File: config.mk
export PLATFORM = sky130hd
export DESIGN_NAME = acr_regs
export DESIGN_NICKNAME = d
export VERILOG_FILES = /design/src/hw/acr_pkg.sv /design/src/hw/acr_regs.sv
export SDC_FILE = /design/constraint.sdc
export NUM_CORES = 1
export LEC_CHECK = 0
export BUFFER_PORTS_ARGS = -buffer_cell sky130_fd_sc_hd__buf_2
export CAP_MARGIN = 5
export CORE_ASPECT_RATIO = 0.75
export CORE_UTILIZATION = 35
export DETAILED_ROUTE_END_ITERATION = 7
export GPL_ROUTABILITY_DRIVEN = 0
export GPL_TIMING_DRIVEN = 0
export PLACE_DENSITY = 0.78
export SETUP_SLACK_MARGIN = 0.3
export SYNTH_ARGS = -nofsm -noshare
export SYNTH_HDL_FRONTEND = slang
export SYNTH_SLANG_ARGS = --single-unit
File: constraint.sdc
create_clock -name sys_clk_in -period 2.4 [get_ports sys_clk_in]
set_clock_uncertainty 0.15 [all_clocks]
set_input_delay 0.24 -clock sys_clk_in [delete_from_list [all_inputs] [get_ports sys_clk_in]]
set_output_delay 0.24 -clock sys_clk_in [all_outputs]
set_load 0.01 [all_outputs]
File: src/hw/acr_pkg.sv
package acr_pkg;
    ////////////////////////////////////////////////////////////////////////////////
    // coprocessor-15 register selectors
    localparam logic [2:0] OPC1_SEL      = 3'h0;   // first opcode
    localparam logic [3:0] CRN_SEL       = 4'h1;   // primary register c1
    localparam logic [3:0] CRM_SEL       = 4'h0;   // secondary register c0
    localparam logic [2:0] OPC2_AUX      = 3'h1;   // auxiliary control
    localparam logic [2:0] OPC2_CPAC     = 3'h2;   // coprocessor access control

    ////////////////////////////////////////////////////////////////////////////////
    // auxiliary control field positions
    localparam int AUX_COHERENCY_BIT     = 6;
    localparam int AUX_ZERO_LINE_BIT     = 3;
    localparam int AUX_PREFETCH_BIT      = 2;
    localparam int AUX_UNK_BIT           = 1;
    localparam int AUX_BROADCAST_BIT     = 0;
    localparam logic [31:0] AUX_RESET    = 32'h0000_0000;

    ////////////////////////////////////////////////////////////////////////////////
    // coprocessor access control field positions
    localparam int CPAC_SIMD_DIS_BIT     = 31;
    localparam int CPAC_UPPER_DIS_BIT    = 30;
    localparam int CPAC_COPROC_ELEVEN_PERMISSION_LSB         = 22;
    localparam int CPAC_COPROC_TEN_PERMISSION_LSB         = 20;
    localparam logic [1:0] PERM_RESET    = 2'h0;
    localparam logic [1:0] PERM_DENIED   = 2'h0;
    localparam logic [1:0] PERM_PRIV     = 2'h1;
    localparam logic [1:0] PERM_RSVD     = 2'h2;
    localparam logic [1:0] PERM_FULL     = 2'h3;

    ////////////////////////////////////////////////////////////////////////////////
    // processor mode field
    localparam logic [4:0] MODE_USER     = 5'h10;

    // a coprocessor-15 move request
    typedef struct packed {
        logic        valid;     // request strobe
        logic        write;     // 1 move to coprocessor, 0 move from
        logic [2:0]  opc1;      // first opcode
        logic [3:0]  crn;       // primary register
        logic [3:0]  crm;       // secondary register
        logic [2:0]  opc2;      // second opcode
        logic [31:0] wdata;     // write value
    } acr_req_t;

    // answer to a request
    typedef struct packed {
        logic        valid;     // answer strobe
        logic        undef;     // undefined instruction raised
        logic [31:0] rdata;     // read value
    } acr_rsp_t;
endpackage

File: src/hw/acr_regs.sv
// Notes on behaviour
// RL1: bit 6 marks coherency participation, reset zero
// RL2: single core with bit 6: shared inner is cacheable
// RL3: bit 3 enables zero-line writes, reset zero
// RL4: software enables zero-line only if slaves support
// RL5: bit 2 enables data prefetch, reset disabled
// RL6: bit 0 enables maintenance broadcast, reset zero
// RL7: single core: broadcast bit reads zero, ignores writes
// RL8: software updates auxiliary control by read-modify-write
// RL9: auxiliary control at opcode 0, c1, c0, 1
// RL10: locked secure write raises undefined, no update
// RL11: access control sets coproc_eleven_permission/coproc_ten_permission rights, shows presence
// RL12: access control never gates coprocessors 14, 15
// RL13: privileged only, one copy for both states
// RL14: bit 31 disables non-float SIMD instructions
// RL15: SIMD-disable unknown without units, one float-only
// RL16: bit 30 disables upper double registers
// RL17: float-only: bit 30 reads one, ignores writes
// RL18: permission codes denied, privileged, reserved, full
// RL19: fields at 23:22, 21:20; rest read zero
// RL20: absent coprocessor field stays denied after writes
// RL21: aux bits 5:4 read zero; bit 1 ignored
// RL22: user mode access undefined, registers unchanged
module acr_regs
#(
    parameter bit MULTI_CORE   = 1'b1,  // more than one core in the cluster
    parameter bit HAS_FLOAT    = 1'b1,  // floating-point unit present
    parameter bit HAS_SIMD     = 1'b1   // SIMD unit present
)
(
    input  wire logic             sys_clk_in,              // core clock
    input  wire logic             resetn_in,               // core reset, active low
    input  wire acr_pkg::acr_req_t req_in,                 // coprocessor-15 move request
    input  wire logic [4:0]       mode_in,                 // current processor mode
    input  wire logic             secure_in,               // secure state
    input  wire logic             secure_register_lock_in, // secure register lock pin
    input  wire logic [3:0]       copro_num_in,            // coprocessor of an instruction
    input  wire logic             simd_op_in,              // instruction is non-float SIMD
    input  wire logic             upper_bank_op_in,        // instruction uses D16-D31
    output acr_pkg::acr_rsp_t     rsp_out,                 // answer to a request
    output logic                  copro_undef_out,         // coprocessor instruction refused
    output logic                  coherency_participation_out, // coherency participation
    output logic                  shared_as_cacheable_out, // inner shared treated cacheable
    output logic                  zero_line_enable_out,    // zero-line write mode
    output logic                  prefetch_enable_out,     // data-side prefetch
    output logic                  maintenance_broadcast_enable_out // broadcast enable
);
    ////////////////////////////////////////////////////////////////////////////////
    // build options
    localparam bit       FLOAT_ONLY = HAS_FLOAT && !HAS_SIMD; // float unit without SIMD

    ////////////////////////////////////////////////////////////////////////////////
    // state
    logic [6:0]          aux_reg;            // auxiliary control low bits
    logic [6:0]          aux_next;
    logic                simd_disable_reg;   // SIMD disable
    logic                simd_disable_next;
    logic                upper_bank_disable_reg; // upper bank disable
    logic                upper_bank_disable_next;
    logic [1:0]          coproc_eleven_permission_reg;
    logic [1:0]          coproc_eleven_permission_next;
    logic [1:0]          coproc_ten_permission_reg;
    logic [1:0]          coproc_ten_permission_next;
    acr_pkg::acr_rsp_t   rsp_reg;            // registered answer
    acr_pkg::acr_rsp_t   rsp_next;

    // decode helpers
    logic                hit_aux;            // request names auxiliary control
    logic                hit_cpac;           // request names access control
    logic                user_mode;          // unprivileged
    logic [31:0]         aux_view;           // readback of auxiliary control
    logic [31:0]         cpac_view;          // readback of access control
    logic                locked;             // secure state with the lock high
    logic                aux_write;          // accepted auxiliary write
    logic                cpac_write;         // accepted access control write
    logic                unit_off;           // instruction hits a disabled unit

    ////////////////////////////////////////////////////////////////////////////////
    // write filter for a permission field: absent units keep denied
    function automatic logic [1:0] perm_filter(input logic present, input logic [1:0] val);
        perm_filter = present ? val : acr_pkg::PERM_DENIED; // RL20
    endfunction

    // permission check for an instruction against a field
    function automatic logic perm_refuses(input logic [1:0] perm, input logic user);
        case (perm)
            acr_pkg::PERM_PRIV: perm_refuses = user;     // RL18
            acr_pkg::PERM_FULL: perm_refuses = 1'b0;     // RL18
            default:            perm_refuses = 1'b1;     // denied or reserved RL18
        endcase
    endfunction

    // match of a move request against one register selector
    function automatic logic selects(input acr_pkg::acr_req_t req, input logic [2:0] opc2);
        selects = req.opc1 == acr_pkg::OPC1_SEL
               && req.crn == acr_pkg::CRN_SEL
               && req.crm == acr_pkg::CRM_SEL
               && req.opc2 == opc2;                                    // RL9
    endfunction

    // refusal of a coprocessor 10 or 11 instruction
    function automatic logic insn_refuses(input logic [1:0] perm, input logic user,
                                          input logic off);
        insn_refuses = perm_refuses(perm, user) || off;                // RL18
    endfunction

    ////////////////////////////////////////////////////////////////////////////////
    // request decode
    always_comb
    begin
        hit_aux    = req_in.valid && selects(req_in, acr_pkg::OPC2_AUX);    // RL9
        hit_cpac   = req_in.valid && selects(req_in, acr_pkg::OPC2_CPAC);   // RL9
        user_mode  = mode_in == acr_pkg::MODE_USER;                         // RL13
        locked     = secure_in && secure_register_lock_in;                  // RL10
        // a refused write leaves the register unchanged RL22
        aux_write  = hit_aux && req_in.write && !user_mode && !locked;      // RL10
        cpac_write = hit_cpac && req_in.write && !user_mode;                // RL13
        // SIMD or upper-bank op while that part is disabled
        unit_off   = (simd_op_in && simd_disable_reg)                       // RL14
                  || (upper_bank_op_in && upper_bank_disable_reg);          // RL16
    end


    ////////////////////////////////////////////////////////////////////////////////
    // readback views; unlisted bits read zero
    always_comb
    begin
        aux_view = 32'h0000_0000;                                          // RL21
        aux_view[acr_pkg::AUX_COHERENCY_BIT] = aux_reg[acr_pkg::AUX_COHERENCY_BIT];
        aux_view[acr_pkg::AUX_ZERO_LINE_BIT] = aux_reg[acr_pkg::AUX_ZERO_LINE_BIT];
        aux_view[acr_pkg::AUX_PREFETCH_BIT]  = aux_reg[acr_pkg::AUX_PREFETCH_BIT];
        aux_view[acr_pkg::AUX_BROADCAST_BIT] = MULTI_CORE
                                             & aux_reg[acr_pkg::AUX_BROADCAST_BIT]; // RL7
        cpac_view = 32'h0000_0000;                                         // RL19
        cpac_view[acr_pkg::CPAC_SIMD_DIS_BIT]  = simd_disable_reg;
        cpac_view[acr_pkg::CPAC_UPPER_DIS_BIT] = upper_bank_disable_reg;
        cpac_view[acr_pkg::CPAC_COPROC_ELEVEN_PERMISSION_LSB +: 2] = coproc_eleven_permission_reg; // RL11
        cpac_view[acr_pkg::CPAC_COPROC_TEN_PERMISSION_LSB +: 2] = coproc_ten_permission_reg;
    end


    ////////////////////////////////////////////////////////////////////////////////
    // auxiliary control: next value, writable bits only
    always_comb
    begin
        aux_next = aux_reg;                                        // hold by default
        if (aux_write)
        begin
            // bits 5:4 and 1 are not stored RL21
            aux_next[acr_pkg::AUX_COHERENCY_BIT] =
                req_in.wdata[acr_pkg::AUX_COHERENCY_BIT];          // RL1
            aux_next[acr_pkg::AUX_ZERO_LINE_BIT] =
                req_in.wdata[acr_pkg::AUX_ZERO_LINE_BIT];          // RL3
            aux_next[acr_pkg::AUX_PREFETCH_BIT]  =
                req_in.wdata[acr_pkg::AUX_PREFETCH_BIT];           // RL5
            // single core keeps the broadcast bit at zero
            aux_next[acr_pkg::AUX_BROADCAST_BIT] = MULTI_CORE
                & req_in.wdata[acr_pkg::AUX_BROADCAST_BIT];        // RL6 RL7
        end
    end

    // auxiliary control register, cleared by core reset
    always_ff @(posedge sys_clk_in or negedge resetn_in)
    begin
        if (!resetn_in)
        begin
            aux_reg <= acr_pkg::AUX_RESET[6:0];                    // RL1 RL3 RL5 RL6
        end
        else
        begin
            aux_reg <= aux_next;
        end
    end

    ////////////////////////////////////////////////////////////////////////////////
    // access control: next value, one copy for both states RL13
    always_comb
    begin
        simd_disable_next             = simd_disable_reg;          // hold by default
        upper_bank_disable_next       = upper_bank_disable_reg;
        coproc_eleven_permission_next = coproc_eleven_permission_reg;
        coproc_ten_permission_next    = coproc_ten_permission_reg;
        if (cpac_write)
        begin
            // float-only build keeps both disable bits at one
            simd_disable_next = FLOAT_ONLY ? 1'b1
                : req_in.wdata[acr_pkg::CPAC_SIMD_DIS_BIT];        // RL15
            upper_bank_disable_next = FLOAT_ONLY ? 1'b1
                : req_in.wdata[acr_pkg::CPAC_UPPER_DIS_BIT];       // RL17
            // absent float unit leaves both fields denied
            coproc_eleven_permission_next = perm_filter(HAS_FLOAT,
                req_in.wdata[acr_pkg::CPAC_COPROC_ELEVEN_PERMISSION_LSB +: 2]);        // RL19 RL20
            coproc_ten_permission_next = perm_filter(HAS_FLOAT,
                req_in.wdata[acr_pkg::CPAC_COPROC_TEN_PERMISSION_LSB +: 2]);        // RL19 RL20
        end
    end

    // access control register; float-only build resets the disable bits to one
    always_ff @(posedge sys_clk_in or negedge resetn_in)
    begin
        if (!resetn_in)
        begin
            simd_disable_reg             <= FLOAT_ONLY;            // RL15
            upper_bank_disable_reg       <= FLOAT_ONLY;            // RL17
            coproc_eleven_permission_reg <= acr_pkg::PERM_RESET;   // RL18
            coproc_ten_permission_reg    <= acr_pkg::PERM_RESET;
        end
        else
        begin
            simd_disable_reg             <= simd_disable_next;
            upper_bank_disable_reg       <= upper_bank_disable_next;
            coproc_eleven_permission_reg <= coproc_eleven_permission_next;
            coproc_ten_permission_reg    <= coproc_ten_permission_next;
        end
    end

    ////////////////////////////////////////////////////////////////////////////////
    // answer: next value, registered on the taking edge
    always_comb
    begin
        rsp_next = '0;                                             // no answer by default
        if (hit_aux || hit_cpac)
        begin
            rsp_next.valid = 1'b1;
            if (user_mode)
            begin
                // refused user access reads zero
                rsp_next.undef = 1'b1;                             // RL22 RL13
            end
            else if (req_in.write)
            begin
                // only the locked secure auxiliary write is refused
                rsp_next.undef = hit_aux && locked;                // RL10
            end
            else
            begin
                // privileged read returns the named view
                rsp_next.rdata = hit_aux ? aux_view : cpac_view;
            end
        end
    end

    // answer register, a one-cycle strobe
    always_ff @(posedge sys_clk_in or negedge resetn_in)
    begin
        if (!resetn_in)
        begin
            rsp_reg <= '0;
        end
        else
        begin
            rsp_reg <= rsp_next;
        end
    end

    ////////////////////////////////////////////////////////////////////////////////
    // outputs to the core
    always_comb
    begin
        rsp_out                          = rsp_reg;
        coherency_participation_out      = aux_reg[acr_pkg::AUX_COHERENCY_BIT];  // RL1
        shared_as_cacheable_out          = !MULTI_CORE
                                         && aux_reg[acr_pkg::AUX_COHERENCY_BIT]; // RL2
        zero_line_enable_out             = aux_reg[acr_pkg::AUX_ZERO_LINE_BIT];  // RL3
        prefetch_enable_out              = aux_reg[acr_pkg::AUX_PREFETCH_BIT];   // RL5
        maintenance_broadcast_enable_out = aux_view[acr_pkg::AUX_BROADCAST_BIT]; // RL6
        // only coprocessors 10 and 11 are gated RL12
        case (copro_num_in)
            4'hA:    copro_undef_out = insn_refuses(coproc_ten_permission_reg,
                                                    user_mode, unit_off);     // RL11
            4'hB:    copro_undef_out = insn_refuses(coproc_eleven_permission_reg,
                                                    user_mode, unit_off);     // RL11
            default: copro_undef_out = 1'b0;                                   // RL12
        endcase
    end
endmodule

==> impl_metrics.csv <==
group,metric,value,unit
global_routing,grt_max_degree,23,
cts,cts_tree,"built",
detailed_routing,viasPerCell,4.237,
cells_and_area,syn_to_final_growth,40.84,%
detailed_routing,ant_nets,0,
synth,yosys_warnings,0,
cts,cts_buffer_depth,2,
synth,ys.flop_type,"dfrtp_1",
cts,cts_buffers,3,
detailed_routing,drt_iter0_markers,50,
cts,cts_sinks,22,
detailed_routing,wl_per_cell,10.03,um
cts,cts_setup_buffers,0,
floorplanning,core.rowCount,18,
power,power.internal,0.6519,mW
worst_setup_path,cp-start-kind,"input pin",
synth,syn_avg_cell_area,11.32,um2
cts,clk_pin_slew_worst_paths,0.07,ns
cells_and_area,stdcell_count,232,
status,status,"finished, final reports clean",
worst_setup_path,crit_path_max_fanout,6,
synth,synth_edf_count,0,
global_routing,grt_pass1_vias,785,
power,p_leak,0.9413,nW
floorplanning,die_x,70.24,um
job,maxCapViolCount,0,
synth,synth_simple_gate_area_share,23.95,%
place,hpwl,2034,um
synth,postSynthCellCount,108,
min_path,holdCritPathClass,"input pin to register",
worst_setup_path,critical_path_class,"input pin to output pin",
sta,setup_violations,0,
global_routing,grtUsageTotal,12.79,%
cts,cts-htree-levels,1,
sta,period_minus_slack,1.888,ns
synth,yosysMostFrequentCell,"buf_4",
synth,synth-seq-cells,22,
floorplanning,ios,103,
cells_and_area,final_nets,256,
global_routing,overflow,0,
floorplanning,die_height,53.18,um
power,p_per_area,473.3,mW/mm2
floorplanning,initial_core_util,36.92,%
power,pwr-share-clk,40.8,%
place,dp_cells,227,
synth,synth-xor-area-share,0,%
synth,synth_top_area_share,45.04,%
synth,yosys-top-cells-area,"dfrtp_1 (45%), buf_4 (14%), mux2_2 (7.4%), nand2b_1 (6.1%), nor4_1 (5.6%)",
floorplanning,dieArea,0.003735,mm2
worst_setup_path,arrival,1.50,ns
power,swShare,20.00,%
power,power_frac_comb,13.8,%
detailed_routing,drc,0,
detailed_routing,totalWireLength,2328,um
synth,synthArstFlopShare,100.0,%
power,fin_total_pwr,0.8148,mW
sta,hold_viol,0,
floorplanning,core,0.003311,mm2
worst_setup_path,end_kind,"output pin",
sta,setup_tns,0,ns
detailed_routing,vias,983,
global_routing,grt_pass1_wl,3532,um
power,power.switching,0.1629,mW
cts,clk_latency,0.26,ns
global_routing,antenna_found_initial,0,
power,p_seq_share,45.5,%
cells_and_area,layout-drive-gt1-share,51.56,%
synth,synth_compound_area_share,4.708,%
place,numPortBuffers,57,
synth,synth_top_family_by_area,"simple AND/OR/NAND/NOR gates",
synth,synth_fa_ha_area_share,0,%
sta,rsz0062_at_grt,"false",
worst_setup_path,worstPathRequired,2.01,ns
detailed_routing,dr.pass1.iters,4,
sta,fin_crit_sh,78.68,%
cells_and_area,largest_reg_flops,12,
synth,synth_top_area_cell,"dfrtp_1",
synth,yosysSeqAreaShare,45.04,%
synth,synth.distinct_cells,24,
synth,synth_area,0.001222,mm2
sta,maxSlewViolCount,0,
sta,fmax,529.5,MHz
cells_and_area,n_antenna_cell,0,
cts,clock-root-buffer,"clkbuf_8",
power,vdd_ir_drop_max,0.2357,mV
synth,synthMuxAreaShare,10.85,%
synth,synth_common_cells,"buf_4 (23), dfrtp_1 (22), nand2b_1 (12)",
path summary, 6_finish.rpt:
path,start,cells after the start,slack (ns),to
hold reg to reg,aux_reg[3],1,0.37,aux_reg[3]
setup / recovery,mode_in[1],6,0.51,copro_undef_out
min in group asynchronous,resetn_in,2,0.30,rsp_out[3]
hold / removal,req_in[3],2,0.05,aux_reg[3]
max in group asynchronous,resetn_in,2,1.47,aux_reg[3]
setup reg to reg,aux_reg[2],2,1.43,rsp_out[2]
per-layer routing:
layer  routed length, um  vias up  track usage, %
li1                    -      504               -
met1                1018      446           15.39
met2                1157       31           20.79
met3                 135        2           4.952
met4                  17        0           5.000
met5                   0        -               0
worst max-delay path: stages:
cell and delay [ns]:
buf_2 0.09, nor4_1 0.25, and2_0 0.42, a21oi_1 0.16
nor3_1 0.18, buf_2 0.15
what timing repair did:
item | CTS | global route
resized for setup | 0 | 0
hold buffers | 1 | 0
hold endpoints to repair | 22 | 0
endpoints found under the setup margin | 0 | 0
power groups by stage:
stage	Sequential (mW)	Clock (mW)	Combinational (mW)
2_1_floorplan	0.378	0	0.0623
3_3_place_gp	0.378	0	0.109
3_5_place_dp	0.378	0	0.110
4_1_cts	0.371	0.342	0.112
5_1_grt	0.371	0.368	0.125
6_report	0.371	0.332	0.112
cell usage in the layout (no fill, tap or decap), types with 2 or more instances in the layout:
cell type / n
a21oi_1: 3
buf_2: 58
buf_4: 23
clkbuf_1: 2
clkbuf_8: 3
conb_1: 23
dfrtp_1: 22
mux2_1: 2
mux2_2: 8
mux2i_1: 2
nand2_1: 6
nand2b_1: 12
nor2b_1: 2
nor3_1: 2
nor4_1: 11
nor4b_4: 2
cells by family after synthesis:
logic type | Yosys count
flip-flops | 22
other | 1
AO/OA/AOI/OAI | 6
buffers and inverters | 26
AND/OR/NAND/NOR | 41
multiplexers | 12
cell type report:
cell class              instances  area, um2
fillers                       297       1589
multi-input cells              82      569.3
flip-flops and latches         22      550.5
repair buffers                 58      295.3
plain buffers                  26      185.2
well taps                      40      50.05
clock buffers                   3      41.29
clock inverters                 1      30.03
stage by stage:
step	setup slack, ns	utilization [%]	instance area, um2	hold slack (ns)
6_report	0.5116	52.00	1722	0.05033
5_1_grt	0.3971	52.00	1722	0.03364
4_1_cts	0.5103	52.00	1722	0.04326
3_5_place_dp	0.3874	49.55	1640	0.07290
3_3_place_gp	0.3951	49.55	1640	0.07099
2_1_floorplan	0.6361	-	1305	-0.2056
(Power assumes the default switching activity.)
